===== src/core/sfpb_pkg.sv =====
// Purpose: Shared constants and types for the serial flash page buffer commands.
// Assumes: 25 MHz system clock; serial pins already synchronous to it.
// Notes:   Operation summary below; sfpb_core carries the logic.
//
// Operation
// - Buffer clear writes FF into all 256 buffer bytes.
// - Clear starts on chip select rise; host waits clear latency before next command.
// - Buffer load takes 3 address bytes; bits 23..8 pick the copied page.
// - Load starts on select rise; busy flag shows it until transfer time ends.
// - Buffer read: opcode, three address bytes, one dummy byte, then data out.
// - Read starts anywhere, address increments per byte and wraps to zero.
// - Raising select ends a read at any point; output drive stops.
// - Buffer read rejected while program, erase or status write runs.
// - Write stores each byte, increments, wraps at 256, until select rises.
// - Busy flag is one during self-timed cycles, zero once complete.
package sfpb_pkg;

    // ------------------------------------------------------------------
    // Opcodes and buffer shape
    // ------------------------------------------------------------------
    localparam logic [7:0]  OP_BUF_CLEAR = 8'h9E;
    localparam logic [7:0]  OP_BUF_LOAD  = 8'h9B;
    localparam logic [7:0]  OP_BUF_READ  = 8'h9D;
    localparam logic [7:0]  OP_BUF_WRITE = 8'h9C;
    localparam logic [7:0]  FILL_BYTE    = 8'hFF;
    localparam logic [8:0]  BUF_DEPTH    = 9'h100;
    localparam logic [1:0]  ADDR_LAST    = 2'h2;
    localparam logic [3:0]  BYTE_BITS    = 4'h8;
    localparam logic [3:0]  STEP_SINGLE  = 4'h1;
    localparam logic [3:0]  STEP_QUAD    = 4'h4;

    // ------------------------------------------------------------------
    // Timing
    // ------------------------------------------------------------------
    localparam int          SYS_CLK_MHZ           = 25;
    localparam int          CLEAR_LATENCY_TIME_NS = 20000;
    localparam int          PAGE_TRANSFER_TIME_NS = 40000;
    localparam logic [15:0] CLEAR_CYCLES =
        16'((CLEAR_LATENCY_TIME_NS * SYS_CLK_MHZ + 999) / 1000);
    localparam logic [15:0] XFER_CYCLES  =
        16'((PAGE_TRANSFER_TIME_NS * SYS_CLK_MHZ + 999) / 1000);

    // ------------------------------------------------------------------
    // Types
    // ------------------------------------------------------------------
    typedef enum logic [2:0] {
        ST_IDLE, ST_OP, ST_ADDR, ST_DUMMY, ST_RDATA, ST_WDATA, ST_ARMED, ST_IGNORE
    } sfpb_state_e;

    typedef enum logic [1:0] {
        BUSY_NONE, BUSY_CLEAR, BUSY_LOAD
    } sfpb_busy_e;

endpackage : sfpb_pkg


===== src/core/sfpb_core.sv =====
// Purpose: Serial command front end for the page buffer: clear, load, read, write.
// Assumes: Mode 0 serial timing; pins synchronous to i_sys_clk, serial clock slower.
// Notes:   Main memory is reached through a combinational read port.
`timescale 1ns/1ps
module sfpb_core
    import sfpb_pkg::*;
(
    // Clock and reset
    input  wire logic        i_sys_clk,
    input  wire logic        i_rst,
    // Serial pins
    input  wire logic        i_cs_n,
    input  wire logic        i_sclk,
    input  wire logic [3:0]  i_io,
    output logic      [3:0]  o_io,
    output logic      [3:0]  o_io_oe,
    // Mode and status
    input  wire logic        i_quad_command_mode,
    input  wire logic        i_ext_busy,
    output logic             o_write_in_progress_flag,
    // Main memory read port
    output logic             o_mem_rd,
    output logic      [23:0] o_mem_addr,
    input  wire logic [7:0]  i_mem_rdata
);

    sfpb_state_e state, next_state;
    sfpb_busy_e  busy, next_busy;
    logic        cs_q, next_cs_q;
    logic        sclk_q, next_sclk_q;
    logic [7:0]  cmd, next_cmd;
    logic [7:0]  sh, next_sh;
    logic [3:0]  bcnt, next_bcnt;
    logic [1:0]  abyte, next_abyte;
    logic [23:0] addr, next_addr;
    logic [7:0]  ptr, next_ptr;
    logic [7:0]  out_sh, next_out_sh;
    logic [15:0] busy_cnt, next_busy_cnt;
    logic [15:0] page, next_page;

    logic        sclk_rise, sclk_fall, byte_done, fill_on;
    logic [3:0]  step, bcnt_sum;
    logic [7:0]  shifted;
    logic        ram_we;
    logic [7:0]  ram_waddr, ram_wdata, ram_q;

    sfpb_buf_ram u_ram (
        .i_sys_clk (i_sys_clk),
        .i_rst     (i_rst),
        .i_we      (ram_we),
        .i_waddr   (ram_waddr),
        .i_wdata   (ram_wdata),
        .i_raddr   (ptr),
        .o_rdata   (ram_q)
    );

    // ------------------------------------------------------------------
    // Next-state logic
    // ------------------------------------------------------------------
    always_comb begin
        next_state    = state;
        next_busy     = busy;
        next_cs_q     = i_cs_n;
        next_sclk_q   = i_sclk;
        next_cmd      = cmd;
        next_sh       = sh;
        next_bcnt     = bcnt;
        next_abyte    = abyte;
        next_addr     = addr;
        next_ptr      = ptr;
        next_out_sh   = out_sh;
        next_busy_cnt = busy_cnt;
        next_page     = page;
        ram_we        = 1'b0;
        ram_waddr     = ptr;
        ram_wdata     = sh;

        sclk_rise = !sclk_q && i_sclk && !i_cs_n;
        sclk_fall = sclk_q && !i_sclk && !i_cs_n;
        step      = i_quad_command_mode ? STEP_QUAD : STEP_SINGLE;
        bcnt_sum  = bcnt + step;
        byte_done = (bcnt_sum == BYTE_BITS);
        shifted   = i_quad_command_mode ? {sh[3:0], i_io} : {sh[6:0], i_io[0]};
        fill_on   = (busy_cnt < {7'h00, BUF_DEPTH});

        // Self-timed fill; busy flag stays up for the full latency
        if (busy != BUSY_NONE) begin
            if (fill_on) begin
                ram_we    = 1'b1;
                ram_waddr = busy_cnt[7:0];
                ram_wdata = (busy == BUSY_CLEAR) ? FILL_BYTE : i_mem_rdata;
            end
            next_busy_cnt = busy_cnt + 16'h0001;
            if ((busy == BUSY_CLEAR && busy_cnt == CLEAR_CYCLES - 16'h0001) ||
                (busy == BUSY_LOAD && busy_cnt == XFER_CYCLES - 16'h0001)) begin
                next_busy = BUSY_NONE;
            end
        end

        if (i_cs_n) begin
            next_state = ST_IDLE;
            if (!cs_q && state == ST_ARMED && busy == BUSY_NONE) begin
                next_busy_cnt = 16'h0000;
                next_page     = addr[23:8];
                next_busy     = (cmd == OP_BUF_CLEAR) ? BUSY_CLEAR : BUSY_LOAD;
            end
        end else if (cs_q) begin
            // Commands during a self-timed cycle would corrupt the fill
            next_state = (busy != BUSY_NONE) ? ST_IGNORE : ST_OP;
            next_bcnt  = 4'h0;
        end else if (sclk_rise && state != ST_IDLE && state != ST_RDATA
                     && state != ST_IGNORE) begin
            next_sh   = shifted;
            next_bcnt = byte_done ? 4'h0 : bcnt_sum;
            if (state == ST_ARMED) begin
                next_state = ST_IGNORE;
            end else if (byte_done) begin
                case (state)
                    ST_OP: begin
                        next_cmd   = shifted;
                        next_abyte = 2'h0;
                        if (shifted == OP_BUF_CLEAR) begin
                            next_state = ST_ARMED;
                        end else if (shifted == OP_BUF_LOAD || shifted == OP_BUF_WRITE) begin
                            next_state = ST_ADDR;
                        end else if (shifted == OP_BUF_READ) begin
                            next_state = i_ext_busy ? ST_IGNORE : ST_ADDR;
                        end else begin
                            next_state = ST_IGNORE;
                        end
                    end
                    ST_ADDR: begin
                        next_addr  = {addr[15:0], shifted};
                        next_abyte = abyte + 2'h1;
                        next_ptr   = shifted;
                        if (abyte == ADDR_LAST) begin
                            if (cmd == OP_BUF_LOAD) begin
                                next_state = ST_ARMED;
                            end else if (cmd == OP_BUF_READ) begin
                                next_state = ST_DUMMY;
                            end else begin
                                next_state = ST_WDATA;
                            end
                        end
                    end
                    ST_DUMMY: begin
                        next_state = ST_RDATA;
                    end
                    ST_WDATA: begin
                        if (busy == BUSY_NONE) begin
                            ram_we    = 1'b1;
                            ram_waddr = ptr;
                            ram_wdata = shifted;
                        end
                        next_ptr = ptr + 8'h01;
                    end
                    default: begin
                        next_state = ST_IGNORE;
                    end
                endcase
            end
        end else if (sclk_fall && state == ST_RDATA) begin
            next_bcnt = byte_done ? 4'h0 : bcnt_sum;
            if (bcnt == 4'h0) begin
                next_out_sh = ram_q;
                next_ptr    = ptr + 8'h01;
            end else if (i_quad_command_mode) begin
                next_out_sh = {out_sh[3:0], 4'h0};
            end else begin
                next_out_sh = {out_sh[6:0], 1'b0};
            end
        end
    end

    // ------------------------------------------------------------------
    // Registers
    // ------------------------------------------------------------------
    always_ff @(posedge i_sys_clk) begin
        if (i_rst) begin
            state    <= ST_IDLE;
            busy     <= BUSY_NONE;
            cs_q     <= 1'b1;
            sclk_q   <= 1'b0;
            cmd      <= 8'h00;
            sh       <= 8'h00;
            bcnt     <= 4'h0;
            abyte    <= 2'h0;
            addr     <= 24'h000000;
            ptr      <= 8'h00;
            out_sh   <= 8'h00;
            busy_cnt <= 16'h0000;
            page     <= 16'h0000;
        end else begin
            state    <= next_state;
            busy     <= next_busy;
            cs_q     <= next_cs_q;
            sclk_q   <= next_sclk_q;
            cmd      <= next_cmd;
            sh       <= next_sh;
            bcnt     <= next_bcnt;
            abyte    <= next_abyte;
            addr     <= next_addr;
            ptr      <= next_ptr;
            out_sh   <= next_out_sh;
            busy_cnt <= next_busy_cnt;
            page     <= next_page;
        end
    end

    // ------------------------------------------------------------------
    // Outputs
    // ------------------------------------------------------------------
    assign o_write_in_progress_flag = (busy != BUSY_NONE);
    assign o_mem_rd   = (busy == BUSY_LOAD) && fill_on;
    assign o_mem_addr = {page, busy_cnt[7:0]};
    assign o_io       = i_quad_command_mode ? out_sh[7:4] : {2'b00, out_sh[7], 1'b0};
    // Drive only in the data phase; select high drops it at once
    assign o_io_oe    = (state != ST_RDATA || i_cs_n) ? 4'h0 :
                        (i_quad_command_mode ? 4'hF : 4'h2);

endmodule : sfpb_core


===== src/core/sfpb_buf_ram.sv =====
// Purpose: 256 x 8 page buffer storage, one write and one read port.
// Assumes: Single clock; read data registered.
// Notes:   Contents are not reset, as in the real array.
`timescale 1ns/1ps
module sfpb_buf_ram
    import sfpb_pkg::*;
(
    // Clock and reset
    input  wire logic       i_sys_clk,
    input  wire logic       i_rst,
    // Write port
    input  wire logic       i_we,
    input  wire logic [7:0] i_waddr,
    input  wire logic [7:0] i_wdata,
    // Read port
    input  wire logic [7:0] i_raddr,
    output logic      [7:0] o_rdata
);

    logic [7:0] mem [0:255];

    always_ff @(posedge i_sys_clk) begin
        if (i_we) begin
            mem[i_waddr] <= i_wdata;
        end
    end

    always_ff @(posedge i_sys_clk) begin
        if (i_rst) begin
            o_rdata <= 8'h00;
        end else begin
            o_rdata <= mem[i_raddr];
        end
    end

endmodule : sfpb_buf_ram


===== config.mk =====
export PLATFORM = sky130hd
export DESIGN_NAME = sfpb_core
export DESIGN_NICKNAME = d
export VERILOG_FILES = /design/src/core/sfpb_pkg.sv /design/src/core/sfpb_core.sv /design/src/core/sfpb_buf_ram.sv
export SDC_FILE = /design/constraint.sdc
export NUM_CORES = 2
export LEC_CHECK = 0
export BUFFER_PORTS_ARGS = -buffer_cell sky130_fd_sc_hd__buf_2
export CAP_MARGIN = 20
export CORE_UTILIZATION = 50
export CTS_CLUSTER_SIZE = 30
export DETAILED_ROUTE_END_ITERATION = 10
export PLACE_DENSITY_LB_ADDON = 0.25
export SETUP_SLACK_MARGIN = 0.2
export SLEW_MARGIN = 20
export SYNTH_ARGS = -nofsm -noshare
export SYNTH_HDL_FRONTEND = slang
export SYNTH_SLANG_ARGS = --single-unit

===== constraint.sdc =====
create_clock -name i_sys_clk -period 14.7 [get_ports i_sys_clk]
set_clock_uncertainty 0.15 [all_clocks]
set_input_delay 0.735 -clock i_sys_clk [delete_from_list [all_inputs] [get_ports i_sys_clk]]
set_output_delay 0.735 -clock i_sys_clk [all_outputs]
set_load 0.05 [all_outputs]

Yosys cells after proc, flatten, opt, wreduce, memory -nomap -nowiden. Memories as Yosys holds them, arrays and structs flattened. A register that Yosys moved wholly into a read port is not among the register bits. Cells that the tools add are included.

Add/sub/neg operators: 4. Multipliers: 0. Divide/modulo/power cells: 0. Order comparisons: 1. Eq/ne operators: 26. Shifts and indexed selects: 0. Muxes and demuxes: 69. Bitwise gates (word level): 4. Reduce and logical (&&, ||, !) cells: 40.

Operators with widths (count): $mux W8 (27); $eq A8 B8 Y1 const B (7); $mux W16 (3); $mux W3 (13); $mux W4 (7); $reduce_and A6 Y1 (3); $add A16 B1 Y16 const B (1); $eq A16 B10 Y1 const B (1); $eq A16 B9 Y1 const B (1); $lt A16 B9 Y1 const B (1); $pmux W8 S2 (1); $logic_and A1 B1 Y1 (13); $pmux W3 S4 (1); $mux W1 (11); $mux W2 (5); $reduce_bool A2 Y1 (5); $eq A3 B3 Y1 const B (3); $ne A3 B3 Y1 const B (3); $reduce_bool A3 Y1 (3); $add A8 B1 Y8 const B (1); $reduce_and A4 Y1 (2); $reduce_and A7 Y1 (1); $eq A3 B2 Y1 const B (2); $add A4 B3 Y4 (1); other kinds (17) (28).

Register bits: 101. Latch bits: 0. Bits in writable memories: 2048. Memory bits (read-only): 0. Input bits: 18. Output and inout port bits: 34. Word-level logic and storage cells: 158. Memories: 1.

Memories: u_ram.mem (depth 256, width 8, rd ports 1, clocked after memory_dff 1, write ports 1, line sfpb_buf_ram.sv:20) `logic [7:0] mem [0:255];`.

Longest topological paths before layout.
Depth after elaboration: 12. Mapped depth: 15. Mapped depth without buffers: 10.

Hierarchy. A second synthesis with hierarchy kept.

Cell total of the unflattened synthesis: 4652. Area total of the unflattened synthesis: 85699.7 um2.

Modules (own cells, without submodules): sfpb_buf_ram (times used 1, cells an instance 4027, area an instance 80597.3 um2, seq. area each 61659.1 um2); sfpb_core (times used 1, cells an instance 625, area an instance 5102.4 um2, seq. area each 2021.9 um2).

Least setup slack after synthesis. OpenSTA, ideal clock, no wires.

Path kind: input to register. Start: input port i_quad_command_mode. End: memory u_ram.mem[0][2] (data pin). Library setup time: 2.192 ns. Data arrival time: 13.337 ns. Data required time: 12.358 ns. Setup slack: -0.979 ns. Cell stages on the path: 12. Path buffers: 4. Cell sequence: clkbuf_1 -> clkbuf_1 -> inv_1 -> ha_1 -> ha_1 -> xor2_1 -> nor3_1 -> nand3_1 -> or3b_1 -> buf_4 -> clkbuf_1 -> o21ai_0.

Word-level cells in the longest chain between the ends: 8. Elaborated cells between the ends (all ways): 11. Those cells by class: add/sub: 1; eq/ne: 1; mux: 9.

RTL lines: from (decl) (line sfpb_core.sv:18) `input wire logic i_quad_command_mode,`; $mux W3 / $mux W8 (equally long branches) (line sfpb_core.sv:80, sfpb_core.sv:83); $add A4 B3 Y4 / $mux W8 (equally long branches) (line sfpb_core.sv:81, sfpb_core.sv:150); $eq A4 B4 Y1 / $mux W8 (equally long branches) (line sfpb_core.sv:82, sfpb_core.sv:118); $mux W8 * (line sfpb_core.sv:117) `end else if (byte_done) begin`; $mux W8 * (line sfpb_core.sv:115) `if (state == ST_ARMED) begin`; $mux W8 * (line sfpb_core.sv:111) `end else if (sclk_rise && state != ST_IDLE && state != ST_RDATA`; $mux W8 * (line sfpb_core.sv:107) `end else if (cs_q) begin`; $mux W8 * (line sfpb_core.sv:100) `if (i_cs_n) begin`; via ram_wdata[2] (line sfpb_core.sv:45) `logic [7:0] ram_waddr, ram_wdata, ram_q;`; to (decl) (line sfpb_buf_ram.sv:20).

The timed path passes the listed nets; every way through them passes the cells marked *.

Worst setup path after layout.
Start: register state[0]. End: memory u_ram.mem[234][7] (data pin).

Word-level cells in the longest chain between the ends: 7. Elaborated cells between the ends (all ways): 14. Those cells by class: eq/ne: 4; mux: 6; reduce/logical: 4.

RTL lines: from (decl) (line sfpb_core.sv:27) `sfpb_state_e state, next_state;`; from (signal assigned) (line sfpb_core.sv:194) `state <= next_state;`; $eq A3 B3 Y1 / $reduce_bool A3 Y1 (equally long branches) (line sfpb_core.sv:118, sfpb_core.sv:111); $mux W8 / $logic_and A1 B1 Y1 (equally long branches) (line sfpb_core.sv:118, sfpb_core.sv:111); $mux W8 / $logic_and A1 B1 Y1 (equally long branches) (line sfpb_core.sv:117, sfpb_core.sv:111); $mux W8 / $logic_and A1 B1 Y1 (equally long branches) (line sfpb_core.sv:115, sfpb_core.sv:112); $mux W8 * (line sfpb_core.sv:111); $mux W8 * (line sfpb_core.sv:107); $mux W8 * (line sfpb_core.sv:100); via ram_wdata[7] (line sfpb_core.sv:45).

Marked as above.

==> summary.md <==
| Metric | Value |
|---|---|
| R2r setup slk | `8.92 ns` |
| Final Hold Fails | `0` |
| Vias in the first global route | `43630` |
| Num CTS Buffers | `208` |
| CTS Buffer Depth | `3` |
| Initial Utilization | `50.32%` |
| Post-CTS Setup Repair Bufs | `0` |
| GRT Util Overall | `25.51%` |
| Int Pwr | `9579 µW` |
| Post-Syn Area | `85190 µm²` |
| Most used cell, CP | `buf_4` |
| Combinational Power Share | `0.4%` |
| Clk pwr share | `43.9%` |
| VDD IR-drop max | `0.1281 mV` |
| Worst r2r dst | `u_ram.mem[234][7]` |
| Final setup viols | `0` |
| Initial drt markers | `5968` |
| Post-synth EDFFs | `2048` |
| Hold Crit Start | `i_cs_n` |
| FF-to-FF path depth | `8` |
| Area leader, netlist | `edfxtp_1` |
| Worst endpoint required time | `15.02 ns` |
| Seq cells post-synth | `2157` |
| Die X | `414.8 µm` |
| Mean Syn Cell Area | `18.51 µm²` |
| Final non-filler cell total | `7060` |
| Reg power frac | `55.7%` |
| Layout Nets | `4693` |
| Ranking of synthesized cells by area | `edfxtp_1, mux4_2, mux2i_1` |
| Mux share of post-synthesis cell area | `14.14%` |
| Setup CP Type | `reg2reg` |
| TNS Setup | `0 ns` |
| Netlist cell types | `76` |
| CP delay by family, top | `buffers and inverters` |
| Placer Congestion | `0.8719` |
| Final WL | `220.6 mm` |
| First-pass GRT wire length | `316.7 mm` |
| Largest family of logic cells by synthesized area | `multiplexers` |
| Row cnt | `151` |
| Run status | `finished, final reports clean` |
| GR Overflow Total | `0` |
| CORE AREA | `169300 µm²` |
| Worst-margin pin slew | `1.228 ns` |
| Crit. End Element | `flip-flop` |
| Post-Synth XOR/XNOR Area | `0.1439%` |
| Synth warn | `0` |
| Simple-gate area share of the yosys netlist | `4.715%` |
| Detail Route Antenna Nets | `0` |
| Die Y | `414.8 µm` |
| Vias | `45400` |
| Max-slew violations | `0` |
| Static Leak | `0.02838 µW` |
| Root buffer cell | `clkbuf_16` |
| Sw Pwr | `2333 µW` |
| # IOs | `52` |
| CTS tree | `done` |
| Share of cells above drive strength 1 | `18.50%` |
| Fin crit share | `39.35%` |
| Critical path's slowest cell | `buf_4` |
| Post_cts resized | `0` |
| WP data arrival | `6.11 ns` |
| Clk slew on worst S/H paths | `0.06 ns` |
| Hold Path Depth | `2` |
| Crit Reg-Reg Startpoint | `state[0]` |
| # port buffers | `51` |
| Yosys top cell area share | `72.19%` |
| DR vias/cell | `6.430` |
| Post-Syn Nets | `4626` |
| Largest net degree at the start of global routing | `189` |
| Slew HR | `17.27%` |
| Routed wire per std cell | `31.25 µm` |
| Critical Path Max Stage Delay | `0.94 ns` |
| H-Tree Depth | `4` |
| Crit path launch type | `flip-flop` |
| Hold EP | `cs_q` |
| Synth cell count leaders | `edfxtp_1, mux4_2, nor2_1, mux2i_1, nand2_1` |
| FFs w/ async S/R, synth | `0%` |
| CP Buf/Inv Count | `3` |
| Setup WS pre-CTS | `8.203 ns` |
| CP cell instances | `nor2_1 -> nor4_4 -> nand3_1 -> or3b_1 -> buf_4 -> o21ai_4 -> buf_4 -> buf_4` |
| Top-count cell post-synth | `edfxtp_1` |
| Minimum clock period | `5.785 ns` |
| Final WS setup | `8.915 ns` |
| Worst Hold Slack | `0.08131 ns` |
| Fmax | `0.1729 GHz` |
| Switching share of power | `19.59%` |
| Worst-path fanout max | `97` |
| DRC errors left | `0` |
| Detailed Routing Iterations Pass 1 | `5` |
| Main synth FF type | `edfxtp_1` |
| Antenna violations before repair | `7` |
| Area share of fa/ha/maj cells after synthesis | `0.08813%` |
| Post-DP HPWL | `133.7 mm` |
| Class of the worst hold path | `in2reg` |
| Compound-gate portion of the synthesized area | `4.146%` |
| Dpl cells | `6675` |
| Number of max-cap violations | `0` |
| Die area | `172000 µm²` |
| Area Overhead vs Synth | `10.58%` |
| TritonCTS Sinks | `2157` |
| RSZ-0062 raised after global routing | `false` |
| PwrDens | `126.5 nW/µm²` |
| Seq/Total Area, Yosys | `74.75%` |
| Clock latency on the worst-skew pair | `0.85 ns` |
| Synth Instances | `4602` |
==> repair_timing <==
action | in CTS | in global routing
hold buffers | 1 | 0
endpoints found under the setup margin | 0 | 0
hold endpoints to repair | 1 | 0
==> power groups by stage <==
stage               logic, µW  clock network (µW)  registers (µW)
floorplan                22.1                   0            6780
global placement         41.4                   0            6770
detailed placement       42.5                   0            6770
CTS                      42.7                5280            6640
global route             45.5                5510            6630
finish                   42.8                5230            6640
==> cell type report <==
cell class,instances,area (µm²)
diodes,3,7.507
clock buffers,257,5492
clock inverters,123,1149
fillers,12740,75080
inverters,11,45.04
multi-input cells,2142,19930
flip-flops and latches,2157,63700
well taps,2218,2775
repair buffers,149,1101
==> cells in the final DEF (no fill, tap or decap), types with 12 or more instances in the layout <==
cell	n
clkbuf_16	209
bufinv_16	16
nor4_1	20
nor2_1	372
a211oi_1	46
dfxtp_1	104
buf_2	51
buf_4	89
mux4_2	394
or3_1	12
a22oi_1	21
o22ai_1	84
a31oi_1	17
edfxtp_1	2048
o21ai_0	76
clkinv_1	53
o211ai_1	12
o221ai_1	83
mux2i_1	311
a21oi_1	111
nand2_1	213
nand2b_1	23
nand3b_1	14
nand4_1	13
o31ai_1	12
clkinv_2	35
nor3_1	86
clkbuf_1	39
nand3_1	46
==> routing by layer <==
metal	up-vias	wire, µm	track usage (%)
met1	23840	90040	37.02
met3	357	20290	4.797
li1	18820	-	-
met2	2373	103800	39.28
met4	4	6488	8.230
met5	-	27	0
==> kinds of logic after synthesis <==
logic type / after synthesis
flops: 2157
simple gates: 883
mux: 710
compound gates: 529
buf+inv: 303
xor+xnor: 14
fa+ha+maj: 6
==> worst reg2reg max path: stages (launching register included) <==
cell,delay (ns)
dfxtp_1,0.62
nor2_1,0.18
nor4_4,0.81
nand3_1,0.21
or3b_1,0.39
buf_4,0.27
o21ai_4,0.88
buf_4,0.76
buf_4,1.01
==> worst max-delay path by stage <==
stage,startpoint,end,depth (start not counted)
final,state[0],u_ram.mem[234][7],8
after global routing,state[0],u_ram.mem[232][7],8
after CTS,state[1],u_ram.mem[232][7],8
after detailed placement,i_quad_command_mode,u_ram.mem[252][7],12
after global placement,i_quad_command_mode,u_ram.mem[252][7],12
after floorplan,i_quad_command_mode,u_ram.mem[0][2],12
==> state kept, by name, summed over array words and instances (netlist names) <==
name / cells
abyte: 2
addr: 24
bcnt: 4
busy: 2
busy_cnt: 16
cmd: 8
cs_q: 1
out_sh: 8
page: 16
ptr: 8
sclk_q: 1
sh: 8
state: 3
u_ram.mem: 2048
u_ram.o_rdata: 8
==> stage by stage <==
| step | instance area (µm²) | total power (µW) | util, % |
|---|---|---|---|
| after floorplan | 85190 | 6801 | - |
| after global placement | 87500 | 6810 | 51.69 |
| after detailed placement | 87510 | 6811 | 51.69 |
| after CTS | 94160 | 11960 | 55.62 |
| after global routing | 94190 | 12190 | 55.64 |
| final | 94200 | 11910 | 55.65 |
(Power assumes the default switching activity.)
